$ cat config.mk
export PLATFORM = sky130hd
export DESIGN_NAME = multichannel_led_pwm_control
export DESIGN_NICKNAME = d
export VERILOG_FILES = /design/src/logic/led_pwm_pkg.sv /design/src/logic/multichannel_led_pwm_control.sv
export VERILOG_INCLUDE_DIRS = /design/src /design/src/logic
export SDC_FILE = /design/constraint.sdc
export NUM_CORES = 2
export LEC_CHECK = 0
export CORE_MARGIN = 8
export CORE_UTILIZATION = 30
export DETAILED_ROUTE_END_ITERATION = 10
export DONT_BUFFER_PORTS = 1
export PLACE_DENSITY = 0.41
export SYNTH_ARGS = -nofsm -noshare
export SYNTH_HDL_FRONTEND = slang
export SYNTH_SLANG_ARGS = --single-unit
$ cat constraint.sdc
create_clock -name sys_clk -period 2.5 [get_ports sys_clk]
set_clock_uncertainty 0.1 [all_clocks]
set_input_delay 0.25 -clock sys_clk [delete_from_list [all_inputs] [get_ports sys_clk]]
set_output_delay 0.25 -clock sys_clk [all_outputs]
set_load 0.05 [all_outputs]
$ cat src/logic/led_pwm_consts.svh
// Constants for the multichannel LED PWM controller.
`ifndef LED_PWM_CONSTS_SVH
`define LED_PWM_CONSTS_SVH
`define CHANNEL_COUNT 36
`define SLAVE_ADDR_HIGH 5'h0f
`define ADDR_SHUTDOWN_CONTROL 8'h00
`define ADDR_CHANNEL_DUTY_FIRST 8'h01
`define ADDR_CHANNEL_DUTY_LAST 8'h24
`define ADDR_SHADOW_UPDATE 8'h25
`define ADDR_CHANNEL_CONTROL_FIRST 8'h26
`define ADDR_CHANNEL_CONTROL_LAST 8'h49
`define ADDR_GLOBAL_LED_DISABLE 8'h4a
`define ADDR_SOFT_RESET_TRIGGER 8'h4f
`define TRIGGER_VALUE 8'h00
`define DEFAULT_BYTE 8'h00
`define DEFAULT_CTRL 3'h0
`define SCALE_FULL 2'h0
`define SCALE_HALF 2'h1
`define SCALE_THIRD 2'h2
`define SCALE_QUARTER 2'h3
`endif

$ cat src/logic/led_pwm_pkg.sv
// Types shared by the multichannel LED PWM controller.
package led_pwm_pkg;
  typedef enum logic [2:0] {
    ST_IDLE,
    ST_ADDR,
    ST_ADDR_ACK,
    ST_REG,
    ST_REG_ACK,
    ST_DATA,
    ST_DATA_ACK,
    ST_IGNORE
  } serial_state_t;
endpackage

$ cat src/logic/multichannel_led_pwm_control.sv
// Write-only two-wire slave with shadowed per-channel PWM, enable and current scale.
// How it works
// - Two scale bits per channel pick full, half, third or quarter current.
// - Channel enable bit 0 forces that output off, 1 lets it run.
// - Global disable bit 0 set forces all outputs off; resets to 0.
// - Writing zero to the reset register restores every register default.
// - Reset loads all defaults, so no LED is lit.
// - Thirty-six duty registers at consecutive addresses, 256 steps each.
// - Duty value N gives duty step N.
// - Channel control registers ascend, channel 1 at first control address.
// - Shutdown of either kind keeps all register contents.
// - Shutdown bit 0 means software shutdown, 1 means normal running.
// - Software shutdown turns every current source off.
// - Low shutdown pin puts the device in hardware shutdown.
// - Duty and control writes go to shadows until update register gets zero.
// - Only write transfers to address 01111 plus strap bits are answered.
// - Register pointer steps by one after each acknowledged data byte.
`timescale 1ns/1ps
`default_nettype none
`include "led_pwm_consts.svh"
module multichannel_led_pwm_control (
  input wire logic sys_clk,
  input wire logic rst_b,
  input wire logic scl_in,
  input wire logic sda_in,
  output logic sda_out,
  output logic sda_oe,
  input wire logic [1:0] addr_strap,
  input wire logic hw_power_down_n,
  output logic [35:0] led_channel_outputs,
  output logic [71:0] current_scale_sel
);
  localparam int N = `CHANNEL_COUNT;
  logic [2:0] scl_sync_reg, scl_sync_next, sda_sync_reg, sda_sync_next, sdb_sync_reg;
  logic [2:0] sdb_sync_next;
  logic scl_reg, scl_next, sda_reg, sda_next, sdb_reg, sdb_next;
  logic [1:0] strap_reg, strap_next;
  led_pwm_pkg::serial_state_t state_reg, state_next;
  logic [2:0] bit_cnt_reg, bit_cnt_next;
  logic [7:0] shift_reg, shift_next, ptr_reg, ptr_next;
  logic ack_reg, ack_next;
  logic seen_bits_reg, seen_bits_next;
  logic soft_on_reg, soft_on_next, gdis_reg, gdis_next;
  logic [7:0] duty_sh_reg [N], duty_sh_next [N], duty_reg [N], duty_next [N];
  logic [2:0] ctl_sh_reg [N], ctl_sh_next [N], ctl_reg [N], ctl_next [N];
  logic [7:0] pwm_cnt_reg, pwm_cnt_next;
  logic [35:0] led_next;
  logic [71:0] scale_next;
  logic scl_rise, scl_fall, start_det, stop_det, wr_strobe;
  logic [7:0] wr_addr, wr_data;
  // The pin levels count only when the second and third stages agree.
  always_comb begin
    scl_sync_next = {scl_sync_reg[1:0], scl_in};
    sda_sync_next = {sda_sync_reg[1:0], sda_in};
    sdb_sync_next = {sdb_sync_reg[1:0], hw_power_down_n};
    scl_next = (scl_sync_reg[2] == scl_sync_reg[1]) ? scl_sync_reg[2] : scl_reg;
    sda_next = (sda_sync_reg[2] == sda_sync_reg[1]) ? sda_sync_reg[2] : sda_reg;
    sdb_next = (sdb_sync_reg[2] == sdb_sync_reg[1]) ? sdb_sync_reg[2] : sdb_reg;
    strap_next = addr_strap;
  end
  always_ff @(posedge sys_clk) begin
    scl_sync_reg <= scl_sync_next;
    sda_sync_reg <= sda_sync_next;
    sdb_sync_reg <= sdb_sync_next;
    strap_reg <= strap_next;
    if (!rst_b) begin
      scl_reg <= 1'b1;
      sda_reg <= 1'b1;
      sdb_reg <= 1'b1;
    end else begin
      scl_reg <= scl_next;
      sda_reg <= sda_next;
      sdb_reg <= sdb_next;
    end
  end
  assign scl_rise = scl_next && !scl_reg;
  assign scl_fall = !scl_next && scl_reg;
  assign start_det = scl_reg && scl_next && sda_reg && !sda_next;
  assign stop_det = scl_reg && scl_next && !sda_reg && sda_next;
  // Serial engine; the strap is sampled every clock so a strap change takes effect one clock later.
  always_comb begin
    state_next = state_reg;
    bit_cnt_next = bit_cnt_reg;
    shift_next = shift_reg;
    ptr_next = ptr_reg;
    ack_next = ack_reg;
    wr_strobe = 1'b0;
    wr_addr = ptr_reg;
    wr_data = shift_reg;
    if (start_det) begin
      state_next = led_pwm_pkg::ST_ADDR;
      bit_cnt_next = 3'h0;
      ack_next = 1'b0;
    end else if (stop_det) begin
      state_next = led_pwm_pkg::ST_IDLE;
      ack_next = 1'b0;
    end else begin
      unique case (state_reg)
        led_pwm_pkg::ST_IDLE, led_pwm_pkg::ST_IGNORE: begin
        end
        led_pwm_pkg::ST_ADDR, led_pwm_pkg::ST_REG, led_pwm_pkg::ST_DATA: begin
          if (scl_rise) begin
            shift_next = {shift_reg[6:0], sda_reg};
            bit_cnt_next = bit_cnt_reg + 3'h1;
          end
          if (scl_fall && bit_cnt_reg == 3'h0 && ack_reg == 1'b0 && seen_bits_reg) begin
            unique case (state_reg)
              led_pwm_pkg::ST_ADDR: begin
                if (shift_reg == {`SLAVE_ADDR_HIGH, strap_reg, 1'b0}) begin
                  state_next = led_pwm_pkg::ST_ADDR_ACK;
                  ack_next = 1'b1;
                end else begin
                  state_next = led_pwm_pkg::ST_IGNORE;
                end
              end
              led_pwm_pkg::ST_REG: begin
                ptr_next = shift_reg;
                state_next = led_pwm_pkg::ST_REG_ACK;
                ack_next = 1'b1;
              end
              led_pwm_pkg::ST_DATA: begin
                wr_strobe = 1'b1;
                ptr_next = ptr_reg + 8'h01;
                state_next = led_pwm_pkg::ST_DATA_ACK;
                ack_next = 1'b1;
              end
            endcase
          end
        end
        led_pwm_pkg::ST_ADDR_ACK, led_pwm_pkg::ST_REG_ACK, led_pwm_pkg::ST_DATA_ACK: begin
          if (scl_fall) begin
            ack_next = 1'b0;
            bit_cnt_next = 3'h0;
            state_next = (state_reg == led_pwm_pkg::ST_ADDR_ACK) ? led_pwm_pkg::ST_REG
                       : led_pwm_pkg::ST_DATA;
          end
        end
      endcase
    end
  end
  // A byte is complete once eight rising edges have been counted and the count wrapped.
  always_comb begin
    seen_bits_next = seen_bits_reg;
    if (start_det || (scl_fall && ack_reg)) begin
      seen_bits_next = 1'b0;
    end else if (scl_rise && bit_cnt_reg == 3'h7) begin
      seen_bits_next = 1'b1;
    end else if (scl_fall && seen_bits_reg) begin
      seen_bits_next = 1'b0;
    end
  end
  always_ff @(posedge sys_clk) begin
    if (!rst_b) begin
      state_reg <= led_pwm_pkg::ST_IDLE;
      bit_cnt_reg <= 3'h0;
      shift_reg <= 8'h00;
      ptr_reg <= 8'h00;
      ack_reg <= 1'b0;
      seen_bits_reg <= 1'b0;
    end else begin
      state_reg <= state_next;
      bit_cnt_reg <= bit_cnt_next;
      shift_reg <= shift_next;
      ptr_reg <= ptr_next;
      ack_reg <= ack_next;
      seen_bits_reg <= seen_bits_next;
    end
  end
  // Register file; shutdown never touches stored values.
  always_comb begin
    soft_on_next = soft_on_reg;
    gdis_next = gdis_reg;
    duty_sh_next = duty_sh_reg;
    duty_next = duty_reg;
    ctl_sh_next = ctl_sh_reg;
    ctl_next = ctl_reg;
    if (wr_strobe) begin
      if (wr_addr == `ADDR_SHUTDOWN_CONTROL) begin
        soft_on_next = wr_data[0];
      end
      if (wr_addr == `ADDR_GLOBAL_LED_DISABLE) begin
        gdis_next = wr_data[0];
      end
      for (int i = 0; i < N; i++) begin
        if (wr_addr == `ADDR_CHANNEL_DUTY_FIRST + 8'(i)) begin
          duty_sh_next[i] = wr_data;
        end
        if (wr_addr == `ADDR_CHANNEL_CONTROL_FIRST + 8'(i)) begin
          ctl_sh_next[i] = wr_data[2:0];
        end
      end
      if (wr_addr == `ADDR_SHADOW_UPDATE && wr_data == `TRIGGER_VALUE) begin
        duty_next = duty_sh_next;
        ctl_next = ctl_sh_next;
      end
      if (wr_addr == `ADDR_SOFT_RESET_TRIGGER && wr_data == `TRIGGER_VALUE) begin
        soft_on_next = 1'b0;
        gdis_next = 1'b0;
        for (int i = 0; i < N; i++) begin
          duty_sh_next[i] = `DEFAULT_BYTE;
          duty_next[i] = `DEFAULT_BYTE;
          ctl_sh_next[i] = `DEFAULT_CTRL;
          ctl_next[i] = `DEFAULT_CTRL;
        end
      end
    end
  end
  always_ff @(posedge sys_clk) begin
    if (!rst_b) begin
      soft_on_reg <= 1'b0;
      gdis_reg <= 1'b0;
      for (int i = 0; i < N; i++) begin
        duty_sh_reg[i] <= `DEFAULT_BYTE;
        duty_reg[i] <= `DEFAULT_BYTE;
        ctl_sh_reg[i] <= `DEFAULT_CTRL;
        ctl_reg[i] <= `DEFAULT_CTRL;
      end
    end else begin
      soft_on_reg <= soft_on_next;
      gdis_reg <= gdis_next;
      duty_sh_reg <= duty_sh_next;
      duty_reg <= duty_next;
      ctl_sh_reg <= ctl_sh_next;
      ctl_reg <= ctl_next;
    end
  end
  // Output stage; the analog current sink reads the scale code directly.
  assign pwm_cnt_next = pwm_cnt_reg + 8'h01;
  generate
    for (genvar g = 0; g < N; g++) begin : g_chan
      assign led_next[g] = (pwm_cnt_reg < duty_reg[g]) && ctl_reg[g][0]
                         && !gdis_reg && soft_on_reg && sdb_reg;
      assign scale_next[2*g+1:2*g] = ctl_reg[g][2:1];
    end
  endgenerate
  always_ff @(posedge sys_clk) begin
    if (!rst_b) begin
      pwm_cnt_reg <= 8'h00;
      led_channel_outputs <= 36'h0_0000_0000;
      current_scale_sel <= 72'h00_0000_0000_0000_0000;
      sda_out <= 1'b1;
      sda_oe <= 1'b0;
    end else begin
      pwm_cnt_reg <= pwm_cnt_next;
      led_channel_outputs <= led_next;
      current_scale_sel <= scale_next;
      sda_out <= 1'b0;
      sda_oe <= ack_next;
    end
  end
  a_led_off_sdb: assert property (@(posedge sys_clk) disable iff (!rst_b)
    !sdb_reg |=> led_channel_outputs == 36'h0_0000_0000) else $error("led on in hw shutdown");
  a_led_off_soft: assert property (@(posedge sys_clk) disable iff (!rst_b)
    !soft_on_reg |=> led_channel_outputs == 36'h0_0000_0000) else $error("led on in sw shutdown");
  a_led_off_gdis: assert property (@(posedge sys_clk) disable iff (!rst_b)
    gdis_reg |=> led_channel_outputs == 36'h0_0000_0000) else $error("led on while disabled");
  a_chan_enable: assert property (@(posedge sys_clk) disable iff (!rst_b)
    !ctl_reg[0][0] |=> !led_channel_outputs[0]) else $error("disabled channel lit");
  a_duty_step: assert property (@(posedge sys_clk) disable iff (!rst_b)
    (soft_on_reg && sdb_reg && !gdis_reg && ctl_reg[0][0] && pwm_cnt_reg < duty_reg[0])
    |=> led_channel_outputs[0]) else $error("channel dark below duty");
  a_scale_map: assert property (@(posedge sys_clk) disable iff (!rst_b)
    1'b1 |=> current_scale_sel[1:0] == $past(ctl_reg[0][2:1])) else $error("scale mismatch");
  a_shadow_hold: assert property (@(posedge sys_clk) disable iff (!rst_b)
    !(wr_strobe && wr_addr inside {`ADDR_SHADOW_UPDATE, `ADDR_SOFT_RESET_TRIGGER})
    |=> $stable(duty_reg[0])) else $error("duty applied without update");
  a_ptr_step: assert property (@(posedge sys_clk) disable iff (!rst_b)
    wr_strobe |=> ptr_reg == $past(ptr_reg) + 8'h01) else $error("pointer not incremented");
  a_soft_reset: assert property (@(posedge sys_clk) disable iff (!rst_b)
    (wr_strobe && wr_addr == `ADDR_SOFT_RESET_TRIGGER && wr_data == `TRIGGER_VALUE)
    |=> !soft_on_reg && duty_reg[0] == 8'h00) else $error("soft reset failed");
  c_addr_ack: cover property (@(posedge sys_clk) state_reg == led_pwm_pkg::ST_ADDR_ACK);
  c_update: cover property (@(posedge sys_clk) wr_strobe && wr_addr == `ADDR_SHADOW_UPDATE);
  c_led_on: cover property (@(posedge sys_clk) led_channel_outputs[0]);
  c_ignore: cover property (@(posedge sys_clk) state_reg == led_pwm_pkg::ST_IGNORE);
endmodule // multichannel_led_pwm_control
`default_nettype wire

# After elaboration in Yosys (flattened, before gate mapping)
# Index checks and enable logic that the tools add are counted.
# W data, S select, Z words.
# word_totals
out_inout_bits	110
ff_bits	949
inputBits	7
# classes
n_addsub	3
order_cmp	36
n_reduce_logical	190
eq_ne	92
n_bitwise	4
muxes	109
# op_table
cell	count
$mux W288	3
$mux W108	3
$lt A8 B8 Y1	36
$mux W8	36
$eq A8 B6 Y1 const B	32
$logic_and A1 B1 Y1	159
$eq A8 B5 Y1 const B	16
$mux W3	42
$eq A8 B7 Y1 const B	12
$eq A8 B4 Y1 const B	8
$eq A8 B3 Y1 const B	4
$mux W1	19
$add A8 B1 Y8 const B	2
$eq A8 B2 Y1 const B	2
$logic_not A8 Y1	2
$pmux W8 S2	1
$eq A3 B3 Y1 const B	4
$pmux W3 S2	2
$reduce_and A4 Y1	3
$reduce_bool A2 Y1	6
$pmux W3 S3	1
$reduce_or A3 Y1	3
$eq A8 B1 Y1 const B	1
$eq A8 B7 Y1	1
other kinds (17)	36

# Longest topological paths before layout
# depth
depth_word	12
depth_mapped	10
ltp_nobuf	6

# Worst setup path after synthesis
# Ideal clock, no wire load.
# synth_timing
path_kind	register to register
start	register scl_sync_reg[1]
end	register duty_reg[242] (netlist bit)
period_less_slack_ps	2219
required_ps	2328
path_buffers	4
arrival_ps	2047
path_stages_with_launch	9
path_slack_ps	281
path_cell_list	dfxtp_1 buf_2 or3b_1 or3_1 nor3_2 buf_6 buf_8 buf_6 mux2i_1
# synth_between
elab_chain_len	12
word_cells_on_any_way	17
# synth_rtl
item	line_no	text
start, declared	multichannel_led_pwm_control.sv:34	logic [2:0] scl_sync_reg, scl_sync_next, sda_sync_reg, sda_sync_next, sdb_sync_reg;
start signal, assigned	multichannel_led_pwm_control.sv:62	scl_sync_reg <= scl_sync_next;
$eq A1 B1 Y1 (*)	multichannel_led_pwm_control.sv:56	scl_next = (scl_sync_reg[2] == scl_sync_reg[1]) ? scl_sync_reg[2] : scl_reg;
$mux W1 (*)	multichannel_led_pwm_control.sv:56	
$logic_not A1 Y1	multichannel_led_pwm_control.sv:77	assign scl_fall = !scl_next && scl_reg;
$logic_and A1 B1 Y1	multichannel_led_pwm_control.sv:77	
$logic_and A1 B1 Y1 (3 in series)	multichannel_led_pwm_control.sv:106	if (scl_fall && bit_cnt_reg == 3'h0 && ack_reg == 1'b0 && seen_bits_reg) begin
$mux W1	multichannel_led_pwm_control.sv:106	
$mux W1	multichannel_led_pwm_control.sv:98	unique case (state_reg)
$mux W1	multichannel_led_pwm_control.sv:94	end else if (stop_det) begin
$mux W1 (*)	multichannel_led_pwm_control.sv:90	if (start_det) begin
$reduce_and A2 Y1 (no source line) (*)	--	
end signal, assigned by index	multichannel_led_pwm_control.sv:214	duty_reg[i] <= `DEFAULT_BYTE;
end signal, assigned	multichannel_led_pwm_control.sv:222	duty_reg <= duty_next;
end, declared	multichannel_led_pwm_control.sv:44	logic [7:0] duty_sh_reg [N], duty_sh_next [N], duty_reg [N], duty_next [N];
# Mark *: on every way between the ends. The rest lies on a longest branch, timed or not.
# A chain may end at the register's enable or synchronous reset.

# Worst setup path in the final report
# layout_timing
start	register scl_sync_reg[1]
end	register ctl_reg[14] (netlist bit)
# layout_between
elab_chain_len	12
word_cells_on_any_way	17
# layout_rtl
item	line_no	text
$eq A1 B1 Y1 (*)	multichannel_led_pwm_control.sv:56	
$mux W1 (*)	multichannel_led_pwm_control.sv:56	
$logic_not A1 Y1	multichannel_led_pwm_control.sv:77	
$logic_and A1 B1 Y1	multichannel_led_pwm_control.sv:77	
$logic_and A1 B1 Y1 (3 in series)	multichannel_led_pwm_control.sv:106	
$mux W1	multichannel_led_pwm_control.sv:106	
$mux W1	multichannel_led_pwm_control.sv:98	
$mux W1	multichannel_led_pwm_control.sv:94	
$mux W1 (*)	multichannel_led_pwm_control.sv:90	
$reduce_and A2 Y1 (no source line) (*)	--	
end signal, assigned by index	multichannel_led_pwm_control.sv:216	ctl_reg[i] <= `DEFAULT_CTRL;
end signal, assigned	multichannel_led_pwm_control.sv:224	ctl_reg <= ctl_next;
end, declared	multichannel_led_pwm_control.sv:45	logic [2:0] ctl_sh_reg [N], ctl_sh_next [N], ctl_reg [N], ctl_next [N];
# Marks and branches as above.

==> Flow_metrics.wiki <==
{| class="wikitable"
! Metric !! Value
|-
| Number of cells on the worst hold path || 2
|-
| Category of the critical setup timing path || reg -> reg
|-
| Post-synthesis instance area || 48610 um2
|-
| Worst hold-check slack || 77.21 ps
|-
| Max Fclk || 413.2 MHz
|-
| Required time of the worst setup path || 3050 ps
|-
| H-tree depth || 3
|-
| Register area || 19030 um2
|-
| Violation count after the first detailed-route iteration || 2449
|-
| Via Count || 42.77k
|-
| Number of distinct library cells after synthesis || 62
|-
| Count of nets left with antenna violations after detail routing || 0
|-
| Weighted congestion at the end of routability-driven global placement || 0.7390
|-
| Leak || 20.83 nW
|-
| Initial cell density of the core || 0.3024
|-
| Pin count of the biggest net entering global routing || 295
|-
| Proportion of register bits with asynchronous set or reset after synthesis || 0
|-
| Chip height || 418.5 um
|-
| # rows || 147
|-
| Yosys warns || 0
|-
| Worst setup path endpoint || ctl_reg[14]
|-
| Startpoint type of the worst setup path || register
|-
| Sinks on the clock net || 949
|-
| Total track usage || 0.1852
|-
| Initial antenna violation count || 13
|-
| Number of global-route vias before repair || 41.64k
|-
| Power, Total || 33.81 mW
|-
| Leading register cell type out of synthesis || dfxtp_1
|-
| Final-report max-slew violation count || 0
|-
| Routed length per instance || 20.78 um
|-
| Multi-input gate area || 26050 um2
|-
| Reg-to-reg critical path startpoint || scl_sync_reg[1]
|-
| Area growth syn-to-layout || 22.98%
|-
| Number of placed I/O pins || 117
|-
| Number of DRC violations after detailed routing || 0
|-
| Clk Tree Root Cell || clkbuf_16
|-
| Number of flops mapped to enable cells by yosys || 0
|-
| Number of nets at the end of the flow || 6189
|-
| Core box area || 160800 um2
|-
| Setup crit start || scl_sync_reg[1]
|-
| Seq/Total Area, Yosys || 0.3908
|-
| Transition at the pin with the smallest max-transition slack || 1022 ps
|-
| Status || completed
|-
| Avg Cell Area, Syn || 8.404 um2
|-
| Max Root-Sink Buffers || 3
|-
| Worst R2R End || ctl_reg[14]
|-
| Post-synthesis net count || 6051
|-
| Register-to-register setup slack || 80 ps
|-
| Vias per cell || 5.225
|-
| First-pass GRT wire length || 257100 um
|-
| Post-synthesis instance total || 5784
|-
| Peak ir drop on the vdd network || 0.0005129 V
|-
| Post-layout minimum cycle time || 2420 ps
|-
| Worst reg-to-reg path cell count || 9
|-
| Total detailed-routing wirelength || 170100 um
|-
| Number of maximum-capacitance violations || 0
|-
| Critical Path AT || 2970 ps
|-
| Initial DRT Pass Iterations || 6
|-
| Post-Route Setup TNS || 0 ps
|-
| Portion of the clock cycle consumed by the worst path in the final layout || 0.9680
|-
| Total die area || 175200 um2
|-
| Clock slew seen by the registers of the worst setup and hold paths || 60 ps
|-
| Fillers || 16.44k
|-
| Synthesized flop and latch total || 949
|-
| Final HPWL from detailed placement || 90590 um
|-
| Layout cells sized above 1 || 0.08542
|-
| Crit path capture type || register
|-
| Slew margin rel. || 0.3185
|-
| Total count of hold-check failures in the final report || 0
|-
| Clock tree from TritonCTS || done
|-
| Horizontal extent of the die || 418.5 um
|-
| Clk Latency, worst-skew pair || 740 ps
|-
| Count of input and output buffers || 0
|-
| Pwr Density || 565.6 nW/um2
|-
| Crit path max fanout || 9
|-
| Worst min-delay path class || in -> reg
|-
| Remaining global-route overflow || 0
|-
| Final number of setup-violating endpoints || 0
|-
| Number of buffers added by the clock tree synthesis step || 115
|}
logic make-up (layout without fill, tap and decap cells):
logic type	Yosys count	in the layout	synth area share
compound gates	1863	1863	0.2413
simple gates	1421	1421	0.1414
xor+xnor	9	9	0.001622
flops	949	949	0.3908
mux	399	399	0.08216
buf+inv	883	1116	0.07573
fa+ha+maj	260	260	0.06692
other cells	0	9	0
layer usage:
layer	wire length, um	track usage	vias up
met2	78950	0.3135	817
met3	6962	0.02340	232
met1	79670	0.2457	20979
li1	-	-	20738
met5	13	0	-
met4	4499	0.05650	2
layout by cell type, fill, tap and decap left out, drive strengths merged, types with 6 or more instances in the layout:
| cell | count |
|---|---|
| a31oi | 39 |
| and3 | 403 |
| clkinv | 25 |
| dfxtp | 949 |
| clkbuf | 173 |
| inv | 334 |
| o2111ai | 37 |
| a21o | 36 |
| a21boi | 396 |
| nor2 | 14 |
| nand2 | 863 |
| bufinv | 14 |
| mux2i | 399 |
| nand2b | 36 |
| nor4 | 6 |
| diode | 9 |
| ha | 260 |
| o21ai | 448 |
| nand3 | 14 |
| o211ai | 397 |
| a211oi | 37 |
| dlygate4sd3 | 302 |
| nand4b | 36 |
| buf | 257 |
| xor2 | 7 |
| clkinvlp | 11 |
| a21oi | 460 |
| nor3b | 7 |
| and3b | 9 |
| and2 | 8 |
cell type report:
cell class	instances	area share
Timing Repair Buffer	572	0.1131
Clock inverter	52	0.01149
Antenna cell	9	0.0003768
Sequential cell	949	0.3183
Tap cell	2160	0.04521
Multi-Input combinational cell	3952	0.4357
Inverter	332	0.02097
Clock buffer	160	0.05484
cell usage after synthesis (2+ instances only):
library cell,number,share of area
a211oi_1,37,0.0057
a21boi_0,305,0.047
a21boi_1,91,0.014
a21o_1,36,0.0056
a21oi_1,460,0.047
a31oi_1,39,0.0050
and2_1,8,0.0010
and3_1,403,0.052
and3b_1,9,0.0016
and4_1,3,0.00054
buf_1,14,0.0011
buf_12,3,0.0012
buf_2,20,0.0021
buf_4,5,0.00077
buf_6,35,0.0081
clkbuf_1,473,0.037
dfxtp_1,949,0.39
ha_1,260,0.067
inv_1,331,0.026
mux2i_1,399,0.082
nand2_1,863,0.067
nand2b_1,36,0.0046
nand3_1,14,0.0014
nand4_1,5,0.00064
nand4b_1,36,0.0065
nor2_1,14,0.0011
nor3_1,2,0.00021
nor3b_1,6,0.00093
nor4_1,5,0.00064
nor4b_1,2,0.00036
o2111ai_1,37,0.0067
o211ai_1,397,0.061
o21a_1,2,0.00031
o21ai_0,418,0.043
o21ai_1,30,0.0031
o31ai_1,2,0.00031
or2_2,2,0.00026
or3_1,2,0.00026
xnor2_1,2,0.00036
xor2_1,7,0.0013
where the power goes:
part           internal, mW  leakage [nW]  switching (mW)
clock                  10.6          1.92            7.13
sequential             15.1          7.65          0.0309
combinational         0.322          11.3           0.620
metrics by stage:
step	utilization	worst slack (ps)	std cells	cell area [um2]
after floorplan	-	281.1	5784	48610
after global placement	0.3237	61.92	7624	52040
after detailed placement	0.3237	17.64	7624	52040
after CTS	0.3674	3.642	8139	59050
after global routing	0.3717	-7.043	8177	59760
final	0.3719	79.98	8186	59780
what timing repair did:
action | CTS | global route
hold buffers | 303 | 0
cloned | 0 | 13
endpoints found under the setup margin | 11 | 171
pin swaps | 1 | 2
endpoints found under the hold margin | 499 | 0
buffers inserted | 0 | 25
gates resized for setup | 0 | 30
worst max-delay path: stages, from the launching register on:
cell	delay (ps)
dfxtp_1	310
or3b_4	400
or3_4	410
nor3_4	220
buf_6	140
buf_6	100
buf_12	130
buf_12	160
clkbuf_16	180
mux2i_1	170
worst min path at each step:
stage                                 end  slack, ps     startpoint
after floorplan           scl_sync_reg[0]        180         scl_in
after global routing              sdb_reg         50          rst_b
after detailed placement     strap_reg[0]        180  addr_strap[0]
final                             sdb_reg         80          rst_b
after CTS                         sdb_reg         50          rst_b
after global placement       strap_reg[0]        180  addr_strap[0]
(Power assumes the default switching activity.)
